--- src/inc/vfc_pkg.sv ---
// Shared constants, types and register map of the vector float-to-integer converter.
package vfc_pkg;

  // ---------------------------------------------------------------------------
  // Register map (byte addresses on the APB bus)
  // ---------------------------------------------------------------------------
  localparam int unsigned ADDR_W       = 8;
  localparam logic [7:0]  OFS_SRC_UP   = 8'h00; // Upper lane of the source operand.
  localparam logic [7:0]  OFS_SRC_LO   = 8'h04; // Lower lane of the source operand.
  localparam logic [7:0]  OFS_CTRL     = 8'h08; // Mode, rounding and exception enables.
  localparam logic [7:0]  OFS_CMD      = 8'h0c; // Write bit 0 to start a conversion.
  localparam logic [7:0]  OFS_DST_UP   = 8'h10; // Upper lane of the destination.
  localparam logic [7:0]  OFS_DST_LO   = 8'h14; // Lower lane of the destination.
  localparam logic [7:0]  OFS_STATUS   = 8'h18; // Status flags and busy bit.

  // ---------------------------------------------------------------------------
  // Field positions
  // ---------------------------------------------------------------------------
  localparam int unsigned CTRL_MODE_LSB  = 0; // Two bits of conversion mode.
  localparam int unsigned CTRL_RND_LSB   = 2; // Two bits of rounding mode.
  localparam int unsigned CTRL_INVE_BIT  = 4; // Invalid exception enable.
  localparam int unsigned CTRL_INXE_BIT  = 5; // Inexact exception enable.
  localparam int unsigned CMD_START_BIT  = 0; // Start strobe in the command word.
  localparam int unsigned STAT_SUMM_BIT  = 6; // Sticky inexact summary, write one to clear.
  localparam int unsigned STAT_BUSY_BIT  = 7; // Conversion in flight.

  // ---------------------------------------------------------------------------
  // Float format limits and saturation values
  // ---------------------------------------------------------------------------
  localparam logic [7:0]  EXP_MAX        = 8'hff; // Infinity and not-a-number.
  localparam logic [7:0]  EXP_SI_LIMIT   = 8'h9e; // 158: first exponent out of signed range.
  localparam logic [7:0]  EXP_UF_LIMIT   = 8'h7f; // 127: first exponent out of fraction range.
  localparam logic [8:0]  FRAC_OFFSET    = 9'h020; // Fraction mode scales by two to the 32.
  localparam logic [8:0]  INT_POINT      = 9'h096; // 150: exponent whose value is the mantissa.
  localparam logic [8:0]  SHIFT_LOST     = 9'h058; // 88: right shift that loses every bit.
  localparam logic [31:0] SAT_POS        = 32'h7fffffff;
  localparam logic [31:0] SAT_NEG        = 32'h80000000;
  localparam logic [31:0] SAT_UNS        = 32'hffffffff;
  localparam logic [31:0] WORD_RESET     = 32'h00000000;

  // ---------------------------------------------------------------------------
  // Types
  // ---------------------------------------------------------------------------
  typedef enum logic [1:0] {
    VFC_MODE_SI_TRUNC,
    VFC_MODE_UFRAC,
    VFC_MODE_UINT,
    VFC_MODE_UINT_TRUNC
  } vfc_mode_t;

  typedef enum logic [1:0] {
    VFC_RND_NEAREST,
    VFC_RND_ZERO,
    VFC_RND_UP,
    VFC_RND_DOWN
  } vfc_round_t;

  // Answer of one lane converter.
  typedef struct packed {
    logic [31:0] value;       // Result under the selected rounding.
    logic [31:0] trunc_value; // Result truncated toward zero.
    logic        invalid;     // Special input or overflow.
    logic        guard;       // First bit below the result.
    logic        sticky;      // Or of all further bits.
  } vfc_lane_t;

  // Status word; low_invalid sits in bit 0.
  typedef struct packed {
    logic inexact_sticky_summary;
    logic high_sticky_flag;
    logic high_guard_flag;
    logic low_sticky_flag;
    logic low_guard_flag;
    logic high_invalid_flag;
    logic low_invalid_flag;
  } vfc_status_t;

endpackage

--- src/logic/vfc_conv.sv ---
// Top of the two-lane float-to-integer converter with its APB register file.
//
// Functional notes
// - Signed mode truncates toward zero, saturates.
// - Signed mode turns denormals into zero.
// - Signed exponent below 158 converts normally.
// - Negative exponent-158 zero-fraction gives minimum, valid.
// - Not-a-number converts as zero.
// - Signed overflow saturates by sign.
// - Unsigned modes give zero for negatives, zeros.
// - Unrepresentable fraction saturates to all ones.
// - Unsigned integer saturates above exponent 158.
// - Rounding unsigned integer mode uses selected rounding.
// - Specials or overflow flag invalid, clear guard/sticky.
// - Enabled invalid exception keeps destination, sets only invalid flags.
// - Inexact without exception sets sticky summary.
// - Enabled inexact exception writes truncated result.
// - Guard and sticky recorded per lane.
//
// The APB slave port and the address map were left to the implementer.
module vfc_conv (
  input  wire logic        pclk,
  input  wire logic        presetn,
  input  wire logic        psel,
  input  wire logic        penable,
  input  wire logic        pwrite,
  input  wire logic [7:0]  paddr,
  input  wire logic [31:0] pwdata,
  output logic [31:0]      prdata,
  output logic             pready,
  output logic             pslverr,
  output logic             exc_invalid,
  output logic             exc_round,
  output logic             conv_done
);

  // ---------------------------------------------------------------------------
  // State
  // ---------------------------------------------------------------------------

  // Everything the block remembers, held in one register.
  typedef struct packed {
    logic [31:0]          src_up;      // Upper lane of the source operand.
    logic [31:0]          src_lo;      // Lower lane of the source operand.
    logic [31:0]          dst_up;      // Upper lane of the destination.
    logic [31:0]          dst_lo;      // Lower lane of the destination.
    vfc_pkg::vfc_mode_t   mode;        // Conversion mode of the next operation.
    vfc_pkg::vfc_round_t  rnd;         // Current rounding mode.
    logic                 inv_en;      // Invalid exception enable.
    logic                 inx_en;      // Inexact exception enable.
    vfc_pkg::vfc_status_t status;      // Status flags.
    logic                 go;          // Conversion waiting to commit.
    logic                 exc_invalid; // Invalid exception pulse.
    logic                 exc_round;   // Round exception pulse.
    logic                 done;        // Completion pulse.
    logic [31:0]          rdata;       // Read data for the current access.
  } vfc_state_t;

  vfc_state_t         state_reg;  // Registered state.
  vfc_state_t         state_next; // Next value of the state.
  vfc_pkg::vfc_lane_t lane_up;    // Answer of the upper lane.
  vfc_pkg::vfc_lane_t lane_lo;    // Answer of the lower lane.
  logic               mapped;     // Address hits a register.

  // ---------------------------------------------------------------------------
  // Lane converters
  // ---------------------------------------------------------------------------

  // Both lanes see the same mode and rounding in the same operation.
  vfc_lane u_lane_up (
    .operand (state_reg.src_up),
    .mode    (state_reg.mode),
    .rnd     (state_reg.rnd),
    .res     (lane_up)
  );

  // The lower lane runs in parallel with the upper one.
  vfc_lane u_lane_lo (
    .operand (state_reg.src_lo),
    .mode    (state_reg.mode),
    .rnd     (state_reg.rnd),
    .res     (lane_lo)
  );

  // ---------------------------------------------------------------------------
  // Bus decode
  // ---------------------------------------------------------------------------

  // Flags any address that names a register.
  always_comb begin
    case (paddr)
      vfc_pkg::OFS_SRC_UP,
      vfc_pkg::OFS_SRC_LO,
      vfc_pkg::OFS_CTRL,
      vfc_pkg::OFS_CMD,
      vfc_pkg::OFS_DST_UP,
      vfc_pkg::OFS_DST_LO,
      vfc_pkg::OFS_STATUS: mapped = 1'b1;
      default:             mapped = 1'b0;
    endcase
  end

  // The slave never inserts wait states.
  assign pready = 1'b1;

  // An unmapped address answers with an error in the access phase.
  assign pslverr = psel & penable & ~mapped;

  // Outputs come straight from the state register.
  assign prdata      = state_reg.rdata;
  assign exc_invalid = state_reg.exc_invalid;
  assign exc_round   = state_reg.exc_round;
  assign conv_done   = state_reg.done;

  // ---------------------------------------------------------------------------
  // Next state
  // ---------------------------------------------------------------------------

  // Serves the bus, starts conversions and commits their results.
  always_comb begin
    logic any_invalid;
    logic any_inexact;
    logic setup;
    logic wr;
    any_invalid = lane_up.invalid | lane_lo.invalid;
    any_inexact = lane_up.guard | lane_up.sticky | lane_lo.guard | lane_lo.sticky;
    setup       = psel & ~penable;
    wr          = psel & penable & pwrite & mapped;
    state_next  = state_reg;
    // Pulses last a single cycle.
    state_next.exc_invalid = 1'b0;
    state_next.exc_round   = 1'b0;
    state_next.done        = 1'b0;

    // Read data is captured in the setup phase so it is ready for access.
    if (setup) begin
      case (paddr)
        vfc_pkg::OFS_SRC_UP: state_next.rdata = state_reg.src_up;
        vfc_pkg::OFS_SRC_LO: state_next.rdata = state_reg.src_lo;
        vfc_pkg::OFS_CTRL: begin
          state_next.rdata = vfc_pkg::WORD_RESET;
          state_next.rdata[vfc_pkg::CTRL_MODE_LSB +: 2] = state_reg.mode;
          state_next.rdata[vfc_pkg::CTRL_RND_LSB +: 2]  = state_reg.rnd;
          state_next.rdata[vfc_pkg::CTRL_INVE_BIT]      = state_reg.inv_en;
          state_next.rdata[vfc_pkg::CTRL_INXE_BIT]      = state_reg.inx_en;
        end
        vfc_pkg::OFS_DST_UP: state_next.rdata = state_reg.dst_up;
        vfc_pkg::OFS_DST_LO: state_next.rdata = state_reg.dst_lo;
        vfc_pkg::OFS_STATUS: begin
          state_next.rdata = vfc_pkg::WORD_RESET;
          state_next.rdata[vfc_pkg::STAT_SUMM_BIT:0]  = state_reg.status;
          state_next.rdata[vfc_pkg::STAT_BUSY_BIT]    = state_reg.go;
        end
        default: state_next.rdata = vfc_pkg::WORD_RESET;
      endcase
    end

    // Writes take effect at the access edge; read-only words ignore them.
    if (wr) begin
      case (paddr)
        vfc_pkg::OFS_SRC_UP: state_next.src_up = pwdata;
        vfc_pkg::OFS_SRC_LO: state_next.src_lo = pwdata;
        vfc_pkg::OFS_CTRL: begin
          state_next.mode   = vfc_pkg::vfc_mode_t'(pwdata[vfc_pkg::CTRL_MODE_LSB +: 2]);
          state_next.rnd    = vfc_pkg::vfc_round_t'(pwdata[vfc_pkg::CTRL_RND_LSB +: 2]);
          state_next.inv_en = pwdata[vfc_pkg::CTRL_INVE_BIT];
          state_next.inx_en = pwdata[vfc_pkg::CTRL_INXE_BIT];
        end
        vfc_pkg::OFS_CMD: begin
          // A start while one is pending is dropped.
          if (pwdata[vfc_pkg::CMD_START_BIT]) begin
            state_next.go = 1'b1;
          end
        end
        vfc_pkg::OFS_STATUS: begin
          // Writing one clears the sticky summary.
          if (pwdata[vfc_pkg::STAT_SUMM_BIT]) begin
            state_next.status.inexact_sticky_summary = 1'b0;
          end
        end
        default: begin
          // Nothing to store.
        end
      endcase
    end

    // Commit one cycle after the start; this sits after the write so a set
    // of the summary in the same cycle as its clear wins.
    if (state_reg.go) begin
      state_next.go   = 1'b0;
      state_next.done = 1'b1;
      // Invalid flags follow each lane on every operation.
      state_next.status.low_invalid_flag  = lane_lo.invalid;
      state_next.status.high_invalid_flag = lane_up.invalid;
      if (any_invalid && state_reg.inv_en) begin
        // Exception taken: destination kept, no other flag set.
        state_next.exc_invalid            = 1'b1;
        state_next.status.low_guard_flag  = 1'b0;
        state_next.status.low_sticky_flag = 1'b0;
        state_next.status.high_guard_flag  = 1'b0;
        state_next.status.high_sticky_flag = 1'b0;
      end else begin
        // Guard and sticky per lane; lanes that are invalid report zero.
        state_next.status.low_guard_flag   = lane_lo.guard;
        state_next.status.low_sticky_flag  = lane_lo.sticky;
        state_next.status.high_guard_flag  = lane_up.guard;
        state_next.status.high_sticky_flag = lane_up.sticky;
        if (any_inexact) begin
          state_next.status.inexact_sticky_summary = 1'b1;
        end
        if (any_inexact && state_reg.inx_en) begin
          // Round exception: the handler finishes the rounding itself.
          state_next.exc_round = 1'b1;
          state_next.dst_up    = lane_up.trunc_value;
          state_next.dst_lo    = lane_lo.trunc_value;
        end else begin
          state_next.dst_up = lane_up.value;
          state_next.dst_lo = lane_lo.value;
        end
      end
    end
  end

  // ---------------------------------------------------------------------------
  // State register
  // ---------------------------------------------------------------------------

  // Registers the state; reset clears every field.
  always_ff @(posedge pclk or negedge presetn) begin
    if (!presetn) begin
      state_reg <= '0;
    end else begin
      state_reg <= state_next;
    end
  end

endmodule

--- src/logic/vfc_lane.sv ---
// One lane of the float-to-integer converter, purely combinational.
module vfc_lane (
  input  wire logic [31:0]       operand,
  input  vfc_pkg::vfc_mode_t     mode,
  input  vfc_pkg::vfc_round_t    rnd,
  output vfc_pkg::vfc_lane_t     res
);

  // ---------------------------------------------------------------------------
  // Conversion
  // ---------------------------------------------------------------------------

  // Classifies the input, aligns the mantissa and picks the result by mode.
  always_comb begin
    logic        sgn;
    logic [7:0]  expo;
    logic [22:0] frac;
    logic        is_zero;
    logic        is_denorm;
    logic        is_nan;
    logic        is_inf;
    logic        frac_mode;
    logic        trunc_mode;
    logic        in_range;
    logic [8:0]  eff;
    logic [8:0]  rsh;
    logic [87:0] wide;
    logic [31:0] ip;
    logic        g;
    logic        s;
    logic        up;
    logic [32:0] sum;
    // Defaults first, so no path leaves the shifted fields unassigned.
    ip         = 32'h00000000;
    g          = 1'b0;
    s          = 1'b0;
    up         = 1'b0;
    sgn        = operand[31];
    expo       = operand[30:23];
    frac       = operand[22:0];
    is_zero    = (expo == 8'h00) && (frac == 23'h000000);
    is_denorm  = (expo == 8'h00) && (frac != 23'h000000);
    is_nan     = (expo == vfc_pkg::EXP_MAX) && (frac != 23'h000000);
    is_inf     = (expo == vfc_pkg::EXP_MAX) && (frac == 23'h000000);
    frac_mode  = (mode == vfc_pkg::VFC_MODE_UFRAC);
    trunc_mode = (mode == vfc_pkg::VFC_MODE_SI_TRUNC) || (mode == vfc_pkg::VFC_MODE_UINT_TRUNC);
    eff        = {1'b0, expo} + (frac_mode ? vfc_pkg::FRAC_OFFSET : 9'h000);
    rsh        = vfc_pkg::INT_POINT - eff;
    wide       = {1'b1, frac, 64'h0} >> rsh[6:0];
    // Integer part with guard and sticky bits below it.
    if (eff >= vfc_pkg::INT_POINT) begin
      ip = {8'h00, 1'b1, frac} << eff[3:0] - vfc_pkg::INT_POINT[3:0];
      g  = 1'b0;
      s  = 1'b0;
    end else if (rsh >= vfc_pkg::SHIFT_LOST) begin
      ip = 32'h00000000;
      g  = 1'b0;
      s  = 1'b1;
    end else begin
      ip = {8'h00, wide[87:64]};
      g  = wide[63];
      s  = |wide[62:0];
    end
    // Rounding increment; truncating modes never round.
    case (rnd)
      vfc_pkg::VFC_RND_NEAREST: up = g & (s | ip[0]);
      vfc_pkg::VFC_RND_UP:      up = ~sgn & (g | s);
      vfc_pkg::VFC_RND_DOWN:    up = sgn & (g | s);
      default:                  up = 1'b0;
    endcase
    if (trunc_mode) begin
      up = 1'b0;
    end
    sum      = {1'b0, ip} + {32'h00000000, up};
    in_range = frac_mode ? (expo < vfc_pkg::EXP_UF_LIMIT) : (expo <= vfc_pkg::EXP_SI_LIMIT);
    res      = '0;
    // Special inputs always flag invalid, with guard and sticky left clear.
    res.invalid = is_denorm | is_nan | is_inf;
    if (mode == vfc_pkg::VFC_MODE_SI_TRUNC) begin
      if (is_denorm || is_zero || is_nan) begin
        res.value = 32'h00000000;
      end else if (expo < vfc_pkg::EXP_SI_LIMIT) begin
        res.value  = sgn ? 32'(-ip) : ip;
        res.guard  = g;
        res.sticky = s;
      end else if (expo == vfc_pkg::EXP_SI_LIMIT && sgn && frac == 23'h000000) begin
        res.value = vfc_pkg::SAT_NEG;
      end else begin
        res.value   = sgn ? vfc_pkg::SAT_NEG : vfc_pkg::SAT_POS;
        res.invalid = 1'b1;
      end
      res.trunc_value = res.value;
    end else begin
      if (is_denorm || is_zero || sgn || is_nan) begin
        res.value = 32'h00000000;
      end else if (in_range && !sum[32]) begin
        res.value  = sum[31:0];
        res.guard  = g;
        res.sticky = s;
      end else begin
        res.value   = vfc_pkg::SAT_UNS;
        res.invalid = 1'b1;
      end
      res.trunc_value = (res.guard | res.sticky) ? ip : res.value;
    end
  end

endmodule

--- config.mk ---
export PLATFORM = sky130hd
export DESIGN_NAME = vfc_conv
export DESIGN_NICKNAME = d
export VERILOG_FILES = /design/src/inc/vfc_pkg.sv /design/src/logic/vfc_conv.sv /design/src/logic/vfc_lane.sv
export SDC_FILE = /design/constraint.sdc
export NUM_CORES = 1
export LEC_CHECK = 0
export BUFFER_PORTS_ARGS = -buffer_cell sky130_fd_sc_hd__buf_4
export CORE_MARGIN = 5
export CORE_UTILIZATION = 50
export CTS_BUF_LIST = sky130_fd_sc_hd__clkbuf_8
export DETAILED_ROUTE_END_ITERATION = 8
export PLACE_DENSITY = 0.77
export REMOVE_ABC_BUFFERS = 1
export SYNTH_ARGS = -nofsm -noshare
export SYNTH_HDL_FRONTEND = slang
export SYNTH_SLANG_ARGS = --single-unit
export TNS_END_PERCENT = 30
--- constraint.sdc ---
create_clock -name pclk -period 8.06 [get_ports pclk]
set_clock_uncertainty 0.2 [all_clocks]
set_input_delay 0.806 -clock pclk [delete_from_list [all_inputs] [get_ports pclk]]
set_output_delay 0.806 -clock pclk [all_outputs]
set_load 0.02 [all_outputs]
=== Word-level counts from Yosys, hierarchy flattened ===
Cells that the tools add are included.

* Flip-flop bits (word level): 177
* Output and inout bits: 37
* Word-level logic and storage cells: 200

* $add $sub $neg: 10
* Order comparisons: 10
* Equality and inequality tests: 14
* Shift operators: 4
* Mux-type cells: 69
* Bitwise logic cells: 30
* Reductions and logical operators: 43

{| class="wikitable"
|+ Operator list
! cell !! count
|-
| 2-to-1 mux 32 bit || 18
|-
| one-hot mux 32 bit (6 select lines) || 1
|-
| >> shifter 88 x 7 -> 88 bit || 2
|-
| 2-to-1 mux 67 bit || 2
|-
| OR reduction 63 bit || 2
|-
| adder 32 x 1 -> 33 bit || 2
|-
| 2-to-1 mux 64 bit || 1
|-
| negation 32 bit || 2
|-
| left shift 24 x 4 -> 32 bit || 2
|-
| 2-to-1 mux 24 bit || 2
|-
| zero test 23 bit || 2
|-
| nonzero test 23 bit || 2
|-
| equality test 8 bit (second input constant) || 4
|-
| 2-to-1 mux 1 bit || 30
|-
| equality test 8 x 5 -> 1 bit (second input constant) || 3
|-
| zero test 8 bit || 3
|-
| >= comparator 9 x 7 -> 1 bit (second input constant) || 2
|-
| >= comparator 9 x 8 -> 1 bit (second input constant) || 2
|-
| 2-to-1 mux 3 bit || 6
|-
| subtractor 8 x 9 -> 9 bit (first input constant) || 2
|-
| equality test 8 x 4 -> 1 bit (second input constant) || 2
|-
| <= comparator 8 bit (second input constant) || 2
|-
| logical AND 1 bit || 16
|-
| < comparator 8 x 7 -> 1 bit (second input constant) || 2
|-
| 20 further kinds || 68
|}

=== Logic depth before layout (Yosys ltp) ===
* Word-level depth: 28
* Gate-level depth with buffers: 30
* Depth with buffers taken out: 26

=== Cells and area by module ===
A second synthesis with hierarchy kept.

* Cells, all modules: 2935
* Area total of the unflattened synthesis: 24703.7 um2

{| class="wikitable"
|+ By module, submodules not included
! module !! times used !! cells an instance !! area an instance (um2)
|-
| vfc_conv || 1 || 669 || 8544.4
|-
| vfc_lane (u_lane_up) || 1 || 1169 || 8478.1
|-
| vfc_lane (u_lane_lo) || 1 || 1097 || 7681.1
|}

=== Worst setup path before layout ===
No wires, ideal clock.

* Path kind: flip-flop to flip-flop
* From: register state_reg[137] in the netlist's numbering
* To: register state_reg[69] in the netlist's numbering
* Setup time: 134 ps
* Arrival time: 5815 ps
* Required time: 7726 ps
* Path slack: 1911 ps
* Cell stages (with the launch flop): 27
* Buffers on the path: 4
* Path through: dfrtp_1 -> buf_2 -> clkbuf_1 -> inv_1 -> ha_1 -> buf_2 -> buf_6 -> mux2_2 -> mux4_2 -> mux2_2 -> or4bb_1 -> o211a_1 -> nor4_4 -> a311oi_1 -> a21oi_1 -> o21ai_0 -> and3b_1 -> ha_1 -> ha_1 -> inv_1 -> a21o_1 -> nor4b_4 -> nand4b_1 -> nor2_1 -> xor2_1 -> o21ai_0 -> a31oi_1

* Cells in the longest elaborated chain, start to end: 21
* Elaborated cells between the ends (all ways): 69
* Classes of those cells: add/sub: 5; order compare: 5; eq/ne: 2; shift: 2; mux: 26; bitwise: 12; reduce/logical: 17

{| class="wikitable"
|+ RTL lines
! element !! line !! RTL
|-
| from (decl) || vfc_conv.sv:59 || <nowiki>vfc_state_t state_reg;</nowiki>
|-
| from (signal assigned) || vfc_conv.sv:233 || <nowiki>state_reg <= state_next;</nowiki>
|-
| adder 8 x 6 -> 9 bit || vfc_lane.sv:47 || <nowiki>eff = {1'b0, expo} + (frac_mode ? vfc_pkg::FRAC_OFFSET : 9'h000);</nowiki>
|-
| subtractor 8 x 9 -> 9 bit || vfc_lane.sv:48 || <nowiki>rsh = vfc_pkg::INT_POINT - eff;</nowiki>
|-
| >> shifter 88 x 7 -> 88 bit || vfc_lane.sv:49 || <nowiki>wide = {1'b1, frac, 64'h0} >> rsh[6:0];</nowiki>
|-
| OR reduction 63 bit || vfc_lane.sv:62 || <nowiki>s = |wide[62:0];</nowiki>
|-
| 2-to-1 mux 1 bit || vfc_lane.sv:55 || <nowiki>end else if (rsh >= vfc_pkg::SHIFT_LOST) begin</nowiki>
|-
| 2-to-1 mux 1 bit || vfc_lane.sv:51 || <nowiki>if (eff >= vfc_pkg::INT_POINT) begin</nowiki>
|-
| bitwise OR 1 bit, on equally long branches || vfc_lane.sv:67, vfc_lane.sv:68, vfc_lane.sv:66 ||
|-
| AND 1 bit, on equally long branches || vfc_lane.sv:68, vfc_lane.sv:66, vfc_lane.sv:67 ||
|-
| [5 not listed] || -- ||
|-
| 2-to-1 mux 2 bit or 2-to-1 mux 1 bit (tied branches) || vfc_lane.sv:96 || <nowiki>end else if (in_range && !sum[32]) begin</nowiki>
|-
| 2-to-1 mux 3 bit || vfc_lane.sv:94 || <nowiki>if (is_denorm || is_zero || sgn || is_nan) begin</nowiki>
|-
| 2-to-1 mux 3 bit || vfc_lane.sv:79 || <nowiki>if (mode == vfc_pkg::VFC_MODE_SI_TRUNC) begin</nowiki>
|-
| 2-to-1 mux 67 bit * || vfc_lane.sv:79 ||
|-
| bitwise OR 1 bit, on equally long branches || vfc_conv.sv:126, vfc_conv.sv:125 ||
|-
| bitwise OR 1 bit or logical AND 1 bit (tied branches) || vfc_conv.sv:126, vfc_conv.sv:195 ||
|-
| logical AND 1 bit or inverter 1 bit (tied branches) || -- ||
|-
| 2-to-1 mux 64 bit or AND reduction 2 bit (tied branches) || -- ||
|}

Mark *: on every way between the ends. The rest lies on a longest branch, timed or not. The select of a mux whose other input is x is not followed.
A chain may end at the register's enable or synchronous reset.

=== Worst setup path after layout ===
* From: register state_reg[168] in the netlist's numbering
* To: register state_reg[103] in the netlist's numbering

* Cells in the longest elaborated chain, start to end: 22
* Elaborated cells between the ends (all ways): 70
* Classes of those cells: add/sub: 5; order compare: 5; eq/ne: 2; shift: 2; mux: 26; bitwise: 13; reduce/logical: 17

{| class="wikitable"
|+ RTL lines
! element !! line !! RTL
|-
| adder 8 x 9 -> 9 bit || vfc_lane.sv:47 ||
|-
| subtractor 8 x 9 -> 9 bit || vfc_lane.sv:48 ||
|-
| >> shifter 88 x 7 -> 88 bit || vfc_lane.sv:49 ||
|-
| OR reduction 63 bit || vfc_lane.sv:62 ||
|-
| 2-to-1 mux 1 bit || vfc_lane.sv:55 ||
|-
| 2-to-1 mux 1 bit || vfc_lane.sv:51 ||
|-
| bitwise OR 1 bit, on equally long branches || vfc_lane.sv:67, vfc_lane.sv:68, vfc_lane.sv:66 ||
|-
| AND 1 bit, on equally long branches || vfc_lane.sv:68, vfc_lane.sv:66, vfc_lane.sv:67 ||
|-
| [4 not listed] || -- ||
|-
| logical AND 1 bit || vfc_lane.sv:96 ||
|-
| 2-to-1 mux 2 bit || vfc_lane.sv:96 ||
|-
| 2-to-1 mux 3 bit || vfc_lane.sv:94 ||
|-
| 2-to-1 mux 3 bit || vfc_lane.sv:79 ||
|-
| 2-to-1 mux 67 bit * || vfc_lane.sv:79 ||
|-
| bitwise OR 1 bit (3 in a row) || vfc_conv.sv:126 || <nowiki>any_inexact = lane_up.guard | lane_up.sticky | lane_lo.guard | lane_lo.sticky;</nowiki>
|-
| logical AND 1 bit || vfc_conv.sv:211 || <nowiki>if (any_inexact && state_reg.inx_en) begin</nowiki>
|-
| 2-to-1 mux 64 bit || vfc_conv.sv:211 ||
|}

Marks and branches as above.

==> qor.txt <==
fin crit share: 88.8%
Final HPWL DP: 71900 um
pre-CTS setup slack: 1.01 ns
GP Congestion: 0.988
P_leak: 9.24 nW
Reg clk slew, reported paths: 0.13 ns
nets: 2697
P&R area growth vs syn: 4.53%
Max FO, Critical Path: 73
arrival time worst endpoint: 7.38 ns
Avg Inst Size Synth: 7.99 um2
Setup Fix Bufs, Post-CTS: 0
Bufs on Longest Clock Path: 2
core area: 0.0432 mm2
H-tree depth: 4
post-synth top area share: 20.2%
Int Pwr: 1.19 mW
sequential area share after synthesis: 20.2%
total number of vias: 24200
DRT Pass-1 Iters: 7
vias in the first global route: 21900
I/O Pins: 82
crit end category: flop
WL/cell: 30.1 um
DRC viols: 0
Rel. slew slack: 18.7%
largest cells by area after synthesis: dfrtp_1, mux4_2, mux2_2
Die H: 219 um
clk_lat worst skew: 0.58 ns
number of DRC markers in iteration 0: 4576
Syn Std Cell Area: 0.0219 mm2
largest net degree at the start of global routing: 74
Slew Limit Fails: 0
Largest register FFs: 142
setup TNS: 0 ns
DR vias/cell: 7.50
final setup margin: 0.900 ns
first-pass GRT wire length: 144000 um
Synth Flop Type: dfrtp_1
number of port buffers: 80
Post-synth EDFFs: 0
max frequency: 140 MHz
Worst-Margin Slew: 1.21 ns
final core occ: 53.0%
Detailed Route WL: 97200 um
CTS Root Cell: clkbuf_8
worst vdd ir: 0.137 mV
GRT overflow: 0
full die area: 0.0481 mm2
ys async rst share: 100%
CP Buf/Inv Count: 3
Hold Crit Class: input pin to flop
setup violators final: 0
status: complete, no violations
Placed Cells: 3193
Row Count: 76
Fin. Hold Viols: 0
distinct cell type count after synthesis: 111
fin cells: 3228
max_cap viols: 0
Initial Util: 50.7%
delay-heaviest family, CP: simple AND/OR/NAND/NOR gates
slowest CP cell: buf_4
max incr delay on CP: 0.76 ns
TritonCTS Buffers: 17
crit path cell chain: buf_4 -> nand2b_4 -> a21boi_1 -> buf_4 -> nor2_1 -> buf_4 -> a21oi_1 -> o22ai_1 -> nor4_1 -> o2111ai_1 -> and2_1 -> nor2b_1 -> o21ai_0 -> o21ai_0 -> and4_1 -> ha_1 -> ha_1 -> o21ai_0 -> nor4_4 -> nand2_2 -> or4b_1 -> o211ai_1 -> a311o_1 -> a41oi_2
register share of total power: 54.0%
fin crit period: 7.16 ns
clk sinks: 177
power density cells: 72.6 mW/mm2
clock network power share: 40.7%
cells after synthesis: 2741
Die W: 219 um
flop-to-flop setup slack: 0.90 ns
Net Sw Power: 0.467 mW
Hold Slack: 0.242 ns
initial antenna violation count: 0
layout cells sized above 1: 17.6%
Filler Cell Count: 4151
area leader, netlist: dfrtp_1
Final ANT Viol Nets: 0
warnings from Yosys: 0
CP Class: flop to flop
Yosys reg bits: 177
RSZ-0062 raised after global routing: no
Setup crit start kind: flop
Crit path required time: 8.28 ns
Sw Share: 28.1%
total global-route track usage: 39.1%
CTS tree: done
combinational share of power: 5.4%
==> Yosys cell counts, types with 32 or more instances <==
cell	instances
o21ai_0	160
a211oi_1	43
buf_2	50
and3_1	32
clkbuf_1	165
inv_1	38
nand3_1	87
dfrtp_1	177
nand2_1	243
xnor2_1	47
o22ai_1	39
a22o_1	38
nor2_1	231
mux2i_1	122
nor4_1	43
buf_4	50
a21oi_1	175
nand4_1	50
mux2_2	132
nor3_1	96
a31oi_1	52
o211ai_1	46
mux4_2	67
==> worst register-to-register path: cells and delay by family, from the launching register on <==
family | cells | cell delay (ns)
AND/OR/NAND/NOR | 9 | 2.97
AO/OA/AOI/OAI | 10 | 1.80
buffers and inverters | 3 | 1.24
flip-flops | 1 | 0.43
adder cells (fa/ha/maj) | 2 | 0.39
==> power groups by stage <==
stage,Combinational (mW),Sequential (mW),Clock [mW]
after global routing,0.0956,0.897,0.706
after floorplan,0.0248,0.911,0
final,0.0889,0.897,0.675
after detailed placement,0.0867,0.914,0
after global placement,0.0853,0.914,0
after CTS,0.0874,0.897,0.674
==> final timing paths <==
| kind | startpoint | to | depth (start not counted) |
|---|---|---|---|
| max | state_reg[168] | state_reg[103] | 24 |
| min | paddr[4] | state_reg[35] | 2 |
| max reg2reg | state_reg[168] | state_reg[103] | 24 |
| min reg2reg | prdata[5] | prdata[5] | 2 |
| max in group asynchronous | presetn | state_reg[168] | 3 |
| min in group asynchronous | presetn | state_reg[83] | 2 |
==> layout by cell type (no fill, tap or decap), types with 43 or more instances in the layout <==
cell,count
nand2_1,243
nor2_1,231
dfrtp_1,175
a21oi_1,174
o21ai_0,160
buf_4,153
mux2_2,132
mux2i_1,122
nor3_1,95
nand3_1,87
mux4_2,67
a31oi_1,52
nand4_1,50
o211ai_1,46
xnor2_1,45
nor4_1,43
==> routing by layer <==
layer | vias up | track usage, % | wire (um)
met5 | - | 0.833 | 48
met2 | 1874 | 54.6 | 39200
li1 | 10300 | - | -
met3 | 283 | 12.3 | 13800
met1 | 11800 | 56.7 | 39700
met4 | 2 | 13.6 | 4470
==> cells by family after synthesis <==
family | count (synthesis) | share of synthesized area (%)
xor+xnor | 60 | 2.43
mux | 321 | 19.3
compound gates | 872 | 27.5
other cells | 1 | 0.0171
simple gates | 956 | 22.0
buf+inv | 330 | 7.21
flops | 177 | 20.2
fa+ha+maj | 24 | 1.37
==> repair_timing <==
action                                  4_1_cts  5_1_grt
hold endpoints to repair                     42        0
hold buffers                                  1        0
endpoints found under the setup margin        0        0
resized for setup                             0        0
==> area by class of cell <==
class	instances	area, um2	area share, %
Tap cell	585	732	3.20
Timing Repair Buffer	156	1190	5.21
Multi-Input combinational cell	2234	16000	69.7
Clock inverter	13	144	0.629
Sequential cell	177	4430	19.4
Antenna cell	2	5.00	0.0219
Clock buffer	19	262	1.14
Inverter	42	158	0.689
==> per-stage QoR <==
stage	total power [mW]	cell area (um2)
after CTS	1.66	22900
after global routing	1.70	22900
after floorplan	0.936	20500
final	1.66	22900
after global placement	0.999	22500
after detailed placement	1.00	22500
Note: power is estimated with default switching activity, not from simulation.
